--- src/hw/iosag_map.vh ---
// Purpose: constants for the I/O-space indirect address generator
// Assumes: included by iosag_top.v only
// Notes: operand codes are local encodings from the decoder
//
// What this block does
// [RULE_01] Aux minus index-one: address is [start+]pointer, then pointer minus index-one.
// [RULE_02] Post-modify forms present the unmodified pointer; update lands afterwards.
// [RULE_03] Aux indexed by index-one: address [start+]pointer+index; pointer unchanged.
// [RULE_04] Short constant 1..7 added to [start+]pointer; pointer unchanged.
// [RULE_05] Plain coefficient operand: address [coef start+]pointer; pointer unchanged.
// [RULE_06] Coefficient post-increment: address from current pointer, then pointer plus one.
// [RULE_07] Coefficient post-decrement: address from current pointer, then pointer minus one.
// [RULE_08] Extended coefficient pointer is 23 bits: 7 page bits over 16 low bits.
// [RULE_09] Long-offset operands, base or pre-add, aux or coef, are illegal for I/O.
// [RULE_10] Memory delay and multiply-accumulate-with-delay may not access I/O space.
// [RULE_11] Any illegal I/O access raises the bus-error interrupt request.
// [RULE_12] Buffer start is added only when the pointer's circular-select bit is set.
// [RULE_13] Aux pointer n uses status bit n; coefficient pointer uses status bit 8.
// [RULE_14] Pointer modification touches the low 16 bits only; page bits stay.
// [RULE_15] Address goes to I/O space only with the I/O qualifier, else data space.
`ifndef IOSAG_MAP_VH
`define IOSAG_MAP_VH
`define IOSAG_OP_AUX_MINUS_IDX  4'h0
`define IOSAG_OP_AUX_INDEXED    4'h1
`define IOSAG_OP_AUX_SHORT      4'h2
`define IOSAG_OP_COEF           4'h3
`define IOSAG_OP_COEF_INC       4'h4
`define IOSAG_OP_COEF_DEC       4'h5
`define IOSAG_OP_AUX_LONG       4'h6
`define IOSAG_OP_AUX_PRE_LONG   4'h7
`define IOSAG_OP_COEF_LONG      4'h8
`define IOSAG_OP_COEF_PRE_LONG  4'h9
`define IOSAG_COEF_CIRC_BIT     8
`define IOSAG_PAGE_W            7
`define IOSAG_LOW_W             16
`define IOSAG_COEF_STEP         16'h0001
`define IOSAG_PTR_RESET         23'h000000
`endif

--- src/hw/iosag_top.v ---
// Purpose: address generation for indirect operands aimed at I/O space
// Assumes: decoder presents one operand per cycle with op_valid; ref_clk 100 MHz
// Notes: address outputs registered, one cycle after op_valid; pointer file
//        update is presented as a write-back strobe in the same cycle
`timescale 1ns/1ps
`include "iosag_map.vh"
module iosag_top #(
  parameter NUM_AUX = 8
) (
  // Clock and reset
  input  wire        ref_clk,
  input  wire        reset_n,
  // Decoded operand
  input  wire        op_valid,
  input  wire [3:0]  op_kind,
  input  wire [2:0]  aux_sel,
  input  wire [2:0]  short_offset_const,
  input  wire        io_qualifier,
  input  wire        delay_instr,
  input  wire        mac_with_delay_op,
  // Pointer file values
  input  wire [22:0] ext_aux_pointer,
  input  wire [15:0] index_reg_one,
  input  wire [15:0] aux_buffer_start,
  input  wire [15:0] coef_buffer_start,
  input  wire [15:0] status_reg_two,
  // Coefficient pointer load from the CPU
  input  wire        coef_load,
  input  wire [22:0] coef_load_value,
  // Aux write-back to the pointer file
  output reg         aux_wb_en,
  output reg  [22:0] aux_wb_value,
  // Coefficient pointer state
  output wire [22:0] ext_coef_pointer,
  // Address outputs
  output reg         io_req,
  output reg         data_req,
  output reg  [22:0] addr_out,
  // Interrupt request
  output reg         bus_error_irq
);

  // Operand classes, one flag per addressing form; the base and pre-add long-offset forms share one
  reg         op_aux_minus;
  reg         op_aux_index;
  reg         op_aux_short;
  reg         op_coef_plain;
  reg         op_coef_inc;
  reg         op_coef_dec;
  reg         op_long_aux;
  reg         op_long_coef;

  // Pointer fields, page over low part
  reg  [22:0] coef_ptr_reg;                                   // [RULE_08]
  reg  [22:0] coef_ptr_next;
  wire [6:0]  coef_page_bits   = coef_ptr_reg[22:16];
  wire [15:0] coef_pointer_low = coef_ptr_reg[15:0];
  wire [6:0]  aux_page         = ext_aux_pointer[22:16];
  wire [15:0] aux_pointer_low  = ext_aux_pointer[15:0];

  // Circular select per pointer
  wire [NUM_AUX-1:0] aux_circ_select;
  wire               coef_circ_select;
  wire               aux_circ_on;

  // Address terms
  wire [15:0] aux_start_term;
  wire [15:0] coef_start_term;
  wire [15:0] aux_base;
  wire [15:0] coef_base;
  reg  [15:0] aux_offset;
  reg  [15:0] low_addr;
  reg  [6:0]  page_sel;

  // Legality
  wire        uses_coef;
  wire        long_form;
  wire        delay_form;
  wire        illegal;

  // Pointer updates
  reg  [15:0] coef_low_step;
  wire [15:0] aux_low_new;
  wire        aux_wb_now;

  // Decode the operand code into one flag per form. Unused codes select no
  // form at all, so they fall through to the plain aux base address.
  always @* begin
    op_aux_minus  = 1'h0;
    op_aux_index  = 1'h0;
    op_aux_short  = 1'h0;
    op_coef_plain = 1'h0;
    op_coef_inc   = 1'h0;
    op_coef_dec   = 1'h0;
    op_long_aux   = 1'h0;
    op_long_coef  = 1'h0;
    case (op_kind)
      `IOSAG_OP_AUX_MINUS_IDX: op_aux_minus  = 1'h1;
      `IOSAG_OP_AUX_INDEXED:   op_aux_index  = 1'h1;
      `IOSAG_OP_AUX_SHORT:     op_aux_short  = 1'h1;
      `IOSAG_OP_COEF:          op_coef_plain = 1'h1;
      `IOSAG_OP_COEF_INC:      op_coef_inc   = 1'h1;
      `IOSAG_OP_COEF_DEC:      op_coef_dec   = 1'h1;
      `IOSAG_OP_AUX_LONG,
      `IOSAG_OP_AUX_PRE_LONG:  op_long_aux   = 1'h1;          // [RULE_09]
      `IOSAG_OP_COEF_LONG,
      `IOSAG_OP_COEF_PRE_LONG: op_long_coef  = 1'h1;          // [RULE_09]
      default:                 op_aux_minus  = 1'h0;
    endcase
  end

  assign uses_coef = op_coef_plain | op_coef_inc | op_coef_dec | op_long_coef;
  assign long_form = op_long_aux | op_long_coef;

  // Status bit n selects circular mode for aux pointer n
  genvar gi;
  generate
    for (gi = 0; gi < NUM_AUX; gi = gi + 1) begin : g_circ
      assign aux_circ_select[gi] = status_reg_two[gi];        // [RULE_13]
    end
  endgenerate
  assign coef_circ_select = status_reg_two[`IOSAG_COEF_CIRC_BIT]; // [RULE_13]
  assign aux_circ_on      = aux_circ_select[aux_sel];

  // Start value joins the sum only under circular select. The sum wraps at
  // 64K, so a carry never reaches the page field; crossing pages needs a
  // new page value from software.
  assign aux_start_term  = aux_circ_on ? aux_buffer_start : 16'h0000;      // [RULE_12]
  assign coef_start_term = coef_circ_select ? coef_buffer_start : 16'h0000; // [RULE_12]
  assign aux_base        = aux_start_term + aux_pointer_low;
  assign coef_base       = coef_start_term + coef_pointer_low;

  // Offset on top of the aux base; zero for the post-modify form
  always @* begin
    aux_offset = 16'h0000;
    if (op_aux_index)
      aux_offset = index_reg_one;                             // [RULE_03]
    else if (op_aux_short)
      aux_offset = {13'h0000, short_offset_const};            // [RULE_04]
  end

  // Post-modify forms use the pointer as it stands now; the update lands in
  // the pointer register or the write-back only at the next edge
  always @* begin
    if (uses_coef) begin
      low_addr = coef_base;                                   // [RULE_05] [RULE_02]
      page_sel = coef_page_bits;
    end else begin
      low_addr = aux_base + aux_offset;                       // [RULE_01] [RULE_03]
      page_sel = aux_page;
    end
  end

  // Long-offset and delay forms are refused for I/O space only; without
  // the qualifier they are ordinary data-space accesses
  assign delay_form = delay_instr | mac_with_delay_op;        // [RULE_10]
  assign illegal    = io_qualifier & (long_form | delay_form); // [RULE_09] [RULE_10]

  // Coefficient pointer steps on the low part only, page held
  always @* begin
    coef_low_step = coef_pointer_low;
    if (op_valid && op_coef_inc)
      coef_low_step = coef_pointer_low + `IOSAG_COEF_STEP;   // [RULE_06]
    else if (op_valid && op_coef_dec)
      coef_low_step = coef_pointer_low - `IOSAG_COEF_STEP;   // [RULE_07]
  end

  // A load from the CPU wins over the step. The step still applies under an
  // illegal delay form, since the pointer side keeps no record of refusals.
  always @* begin
    coef_ptr_next = {coef_page_bits, coef_low_step};         // [RULE_14]
    if (coef_load)
      coef_ptr_next = coef_load_value;
  end

  // Aux post-decrement by index-one; page bits travel unchanged
  assign aux_low_new = aux_pointer_low - index_reg_one;      // [RULE_01]
  assign aux_wb_now  = op_valid & op_aux_minus & ~illegal;

  assign ext_coef_pointer = coef_ptr_reg;

  // Coefficient pointer register
  always @(posedge ref_clk or negedge reset_n) begin
    if (!reset_n) begin
      coef_ptr_reg <= `IOSAG_PTR_RESET;
    end else begin
      coef_ptr_reg <= coef_ptr_next;                         // [RULE_02]
    end
  end

  // Space routing and the error pulse; an illegal access gets no request
  always @(posedge ref_clk or negedge reset_n) begin
    if (!reset_n) begin
      io_req        <= 1'h0;
      data_req      <= 1'h0;
      bus_error_irq <= 1'h0;
    end else begin
      io_req        <= op_valid & io_qualifier & ~illegal;   // [RULE_15]
      data_req      <= op_valid & ~io_qualifier;             // [RULE_15]
      bus_error_irq <= op_valid & illegal;                   // [RULE_11]
    end
  end

  // Address register, refreshed every cycle whether or not a request runs
  always @(posedge ref_clk or negedge reset_n) begin
    if (!reset_n) begin
      addr_out <= `IOSAG_PTR_RESET;
    end else begin
      addr_out <= {page_sel, low_addr};
    end
  end

  // Write-back to the pointer file, suppressed together with the request
  always @(posedge ref_clk or negedge reset_n) begin
    if (!reset_n) begin
      aux_wb_en    <= 1'h0;
      aux_wb_value <= `IOSAG_PTR_RESET;
    end else begin
      aux_wb_en    <= aux_wb_now;                            // [RULE_01]
      aux_wb_value <= {aux_page, aux_low_new};               // [RULE_14]
    end
  end

endmodule

--- config.mk ---
export PLATFORM = sky130hd
export DESIGN_NAME = iosag_top
export DESIGN_NICKNAME = d
export VERILOG_FILES = /design/src/hw/iosag_top.v
export VERILOG_INCLUDE_DIRS = /design/src /design/src/hw
export SDC_FILE = /design/constraint.sdc
export NUM_CORES = 1
export LEC_CHECK = 0
export ABC_AREA = 1
export BUFFER_PORTS_ARGS = -buffer_cell sky130_fd_sc_hd__buf_2
export CAP_MARGIN = 15
export CORE_MARGIN = 8
export CORE_UTILIZATION = 54
export CTS_BUF_LIST = sky130_fd_sc_hd__clkbuf_4 sky130_fd_sc_hd__clkbuf_8
export CTS_CLUSTER_DIAMETER = 30
export CTS_CLUSTER_SIZE = 8
export DETAILED_ROUTE_END_ITERATION = 8
export PLACE_DENSITY = 0.95
export SYNTH_ARGS = -nofsm -noshare
export SYNTH_HDL_FRONTEND = slang
export SYNTH_SLANG_ARGS = --single-unit
--- constraint.sdc ---
create_clock -name ref_clk -period 2.4 [get_ports ref_clk]
set_clock_uncertainty 0.1 [all_clocks]
set_input_delay 0.24 -clock ref_clk [delete_from_list [all_inputs] [get_ports ref_clk]]
set_output_delay 0.24 -clock ref_clk [all_outputs]
set_load 0.1 [all_outputs]
==> flow_metrics.tcl <==
set metrics [dict create \
    finalSetupViolations 6 \
    power_uw 6600 \
    top_layer "met4" \
    reg2reg_from "ext_coef_pointer[0]$_DFFE_PN0P_" \
    critPathRequiredTime_ns 2.58 \
    syn_avg_cell_area_um2 6.93 \
    worst_slack_ns -0.0689 \
    seq_area_um2 1830 \
    finalMaxSlewViolations 0 \
    die_w_um 126 \
    dr_wl_met3_mm 1.87 \
    leakagePower_uw 0.00496 \
    grt_usage_pct 25.8 \
    worst_pin_slew_ns 0.536 \
    synth_cells 946 \
    synth_area_leaders "dfrtp_1 28%, nand2_1 15%, ha_1 11%, inv_1 8.1%, fa_1 5.8%" \
    finalWeightedCongestion 0.969 \
    cts_buffers 9 \
    hp-class "in -> reg" \
    synth_cell_types 42 \
    peakVddDrop_uv 586 \
    yosysTopAreaCellShare_pct 27.9 \
    overflow 0 \
    first_pass_iters 7 \
    post-route-period-util_pct 103 \
    insertion_delay_ns 0.37 \
    wl_per_cell_um 16.1 \
    final_common_cell "nand2_1" \
    via_count 7463 \
    die_area_um2 15900 \
    met1_length_mm 8.68 \
    drtAntennaViolNets 0 \
    core_area_um2 11900 \
    chipHeight_um 126 \
    drv_cap 0 \
    rows 40 \
    synth-seq-cells 73 \
    worstHoldStart "coef_load_value[7]" \
    cts_tree "yes" \
    most-common-layout-cells "227 x nand2_1, 185 x buf_2, 127 x inv_1" \
    rsz0062_at_grt "true" \
    area_growth_syn_to_layout_pct 37.3 \
    dp_slack_ns -0.618 \
    ys_seq_area_share_pct 27.9 \
    io_pins 200 \
    status "complete, but fails checks" \
    max_freq_mhz 405 \
    clkSinkCount 73 \
    drive_gt1_share_pct 32.2 \
    violations "negative setup slack" \
    finalNetCount 1412 \
    multiInputGateArea_um2 4530 \
    crit_fanout 11 \
    critPathLaunchType "input pin" \
    ys_warn_count 0 \
    wl_met2_mm 10.6 \
    arrival_ns 2.64 \
    cts-root-buf "clkbuf_8" \
    critPathKind "in -> reg" \
    drc 0 \
    start_util_pct 55.0 \
    synth_fp_nets 1150 \
    via_per_inst 5.49 \
    grt_pass1_wl_mm 33.9 \
    place.port_buffers 192 \
    clk_path_buf_depth 2 \
    antenna_cells 0 \
    antenna_found_initial 0 \
    final.min_clock_period_ns 2.47 \
    dp_hpwl_mm 16.2 \
    htree_levels 3 \
    syn_area_um2 6550 \
    rrSetupSlack_ns 0.12 \
    slew-limit-headroom_pct 64.5 \
    drt_iter0_drc 690 \
    yosysTopAreaCell "dfrtp_1" \
    fillers 852 \
    clkSlewWorstSetupHoldPaths_ns 0.09 \
    grt_pass1_vias 7257 \
    wirelength_mm 21.9 \
    hold_end "ext_coef_pointer[7]$_DFFE_PN0P_" \
    grt_max_degree 41 \
    p_per_area_nw_per_um2 734 \
    hold_viol 0 \
    r2r_cells 13 \
    hold_depth 3 \
    crit_path_end_kind "register" \
    r2r-end "addr_out[8]$_DFF_PN0_" \
]
## routing by layer
metal / up-vias / GRT usage, %
li1: 3565 / -
met1: 3411 / 31.4
met2: 411 / 43.4
met3: 76 / 5.61
met4: 0 / 10.6
met5: - / 0
## worst max-delay path, cell delays in order
cell     delay, ns
buf_2         0.13
nor2_4        0.14
nand3_2       0.16
buf_12        0.19
nor2_1        0.19
fa_1          0.52
ha_4          0.31
a21oi_4       0.19
inv_2         0.05
nand2_2       0.06
nand2_1       0.07
nand2_1       0.08
nand3_2       0.08
inv_1         0.06
nand2_1       0.04
nand3_1       0.07
nand2_1       0.06
## state kept, by name, indices dropped and copies added, names as in the netlist
register and count:
aux_wb_en 1, aux_wb_value 23, ext_coef_pointer 23, io_req 1, addr_out 23, bus_error_irq 1
data_req 1
## cell type report
cell class,instances,area share [%]
clock buffer,10,1.46
clock inverter,6,0.751
inverter,150,6.88
multi-input combinational,709,50.3
sequential,73,20.3
tap,147,2.04
timing repair buffer,264,18.1
timing repair inverter,1,0.0973
## timing repair
action                     in CTS  in global routing
pin swaps                       3                 40
hold buffers                   17                  0
setup buffers                   1                  1
hold endpoints to repair       54                  0
gates cloned                    0                  1
resized for setup               6                 85
setup endpoints to repair      13                 13
## logic make-up (layout without fill, tap and decap cells)
| family | count (synthesis) | in the layout | synth area share, % |
|---|---|---|---|
| AOI/OAI and AO/OA | 156 | 156 | 13.1 |
| xor gates and xnor gates | 21 | 21 | 2.81 |
| adders and majority gates | 77 | 77 | 16.9 |
| buffers and inverters | 164 | 431 | 9.78 |
| DFF | 73 | 73 | 27.9 |
| and+or+nand+nor | 455 | 455 | 29.5 |
## power breakdown
part,internal (uW),switching (uW),total (uW),leakage (uW)
registers,1430,122,1560,0.000867
logic,1060,2960,4020,0.00400
clock network,496,533,1030,0.0000963
total,2990,3610,6600,0.00496
## metrics by stage
stage	util, %	instances	hold WS [ns]	instance area, um2	setup TNS (ns)
after global routing	75.5	1360	0.0369	9000	-1.52
after floorplan	-	946	-0.156	6790	-0.298
after detailed placement	69.6	1324	0.141	8290	-7.33
after CTS	72.9	1358	0.0148	8680	-0.0139
after global placement	69.6	1324	0.131	8290	-6.09
final	75.5	1360	0.0360	9000	-0.256
## worst max-delay path by stage
stage / slack (ns) / startpoint / endpoint / cells after the start
floorplan: -0.08 / status_reg_two[3] / addr_out[9]$_DFF_PN0_ / 20
global placement: -0.50 / aux_sel[0] / addr_out[9]$_DFF_PN0_ / 20
detailed placement: -0.62 / aux_sel[0] / addr_out[9]$_DFF_PN0_ / 20
CTS: -0.01 / status_reg_two[1] / addr_out[9]$_DFF_PN0_ / 22
global route: -0.22 / aux_sel[0] / addr_out[15]$_DFF_PN0_ / 22
finish: -0.07 / op_kind[2] / addr_out[15]$_DFF_PN0_ / 17
## synth_stat cells (all sizes together)
| library cell | n |
|---|---|
| nand4 | 8 |
| inv | 149 |
| a21boi | 2 |
| o21ai | 65 |
| o211ai | 2 |
| nor3 | 4 |
| dfrtp | 73 |
| buf | 7 |
| nor4 | 1 |
| nand2 | 257 |
| clkinv | 1 |
| o21bai | 3 |
| and2 | 3 |
| ha | 58 |
| o31ai | 2 |
| or2 | 5 |
| a21oi | 66 |
| nand3b | 5 |
| o221ai | 1 |
| a211oi | 1 |
| clkbuf | 7 |
| a21o | 5 |
| o21a | 3 |
| xor2 | 16 |
| nor2 | 96 |
| nand3 | 76 |
| a31oi | 3 |
| fa | 19 |
| xnor2 | 5 |
| o22ai | 3 |
Power figures use the tool's default switching activity.
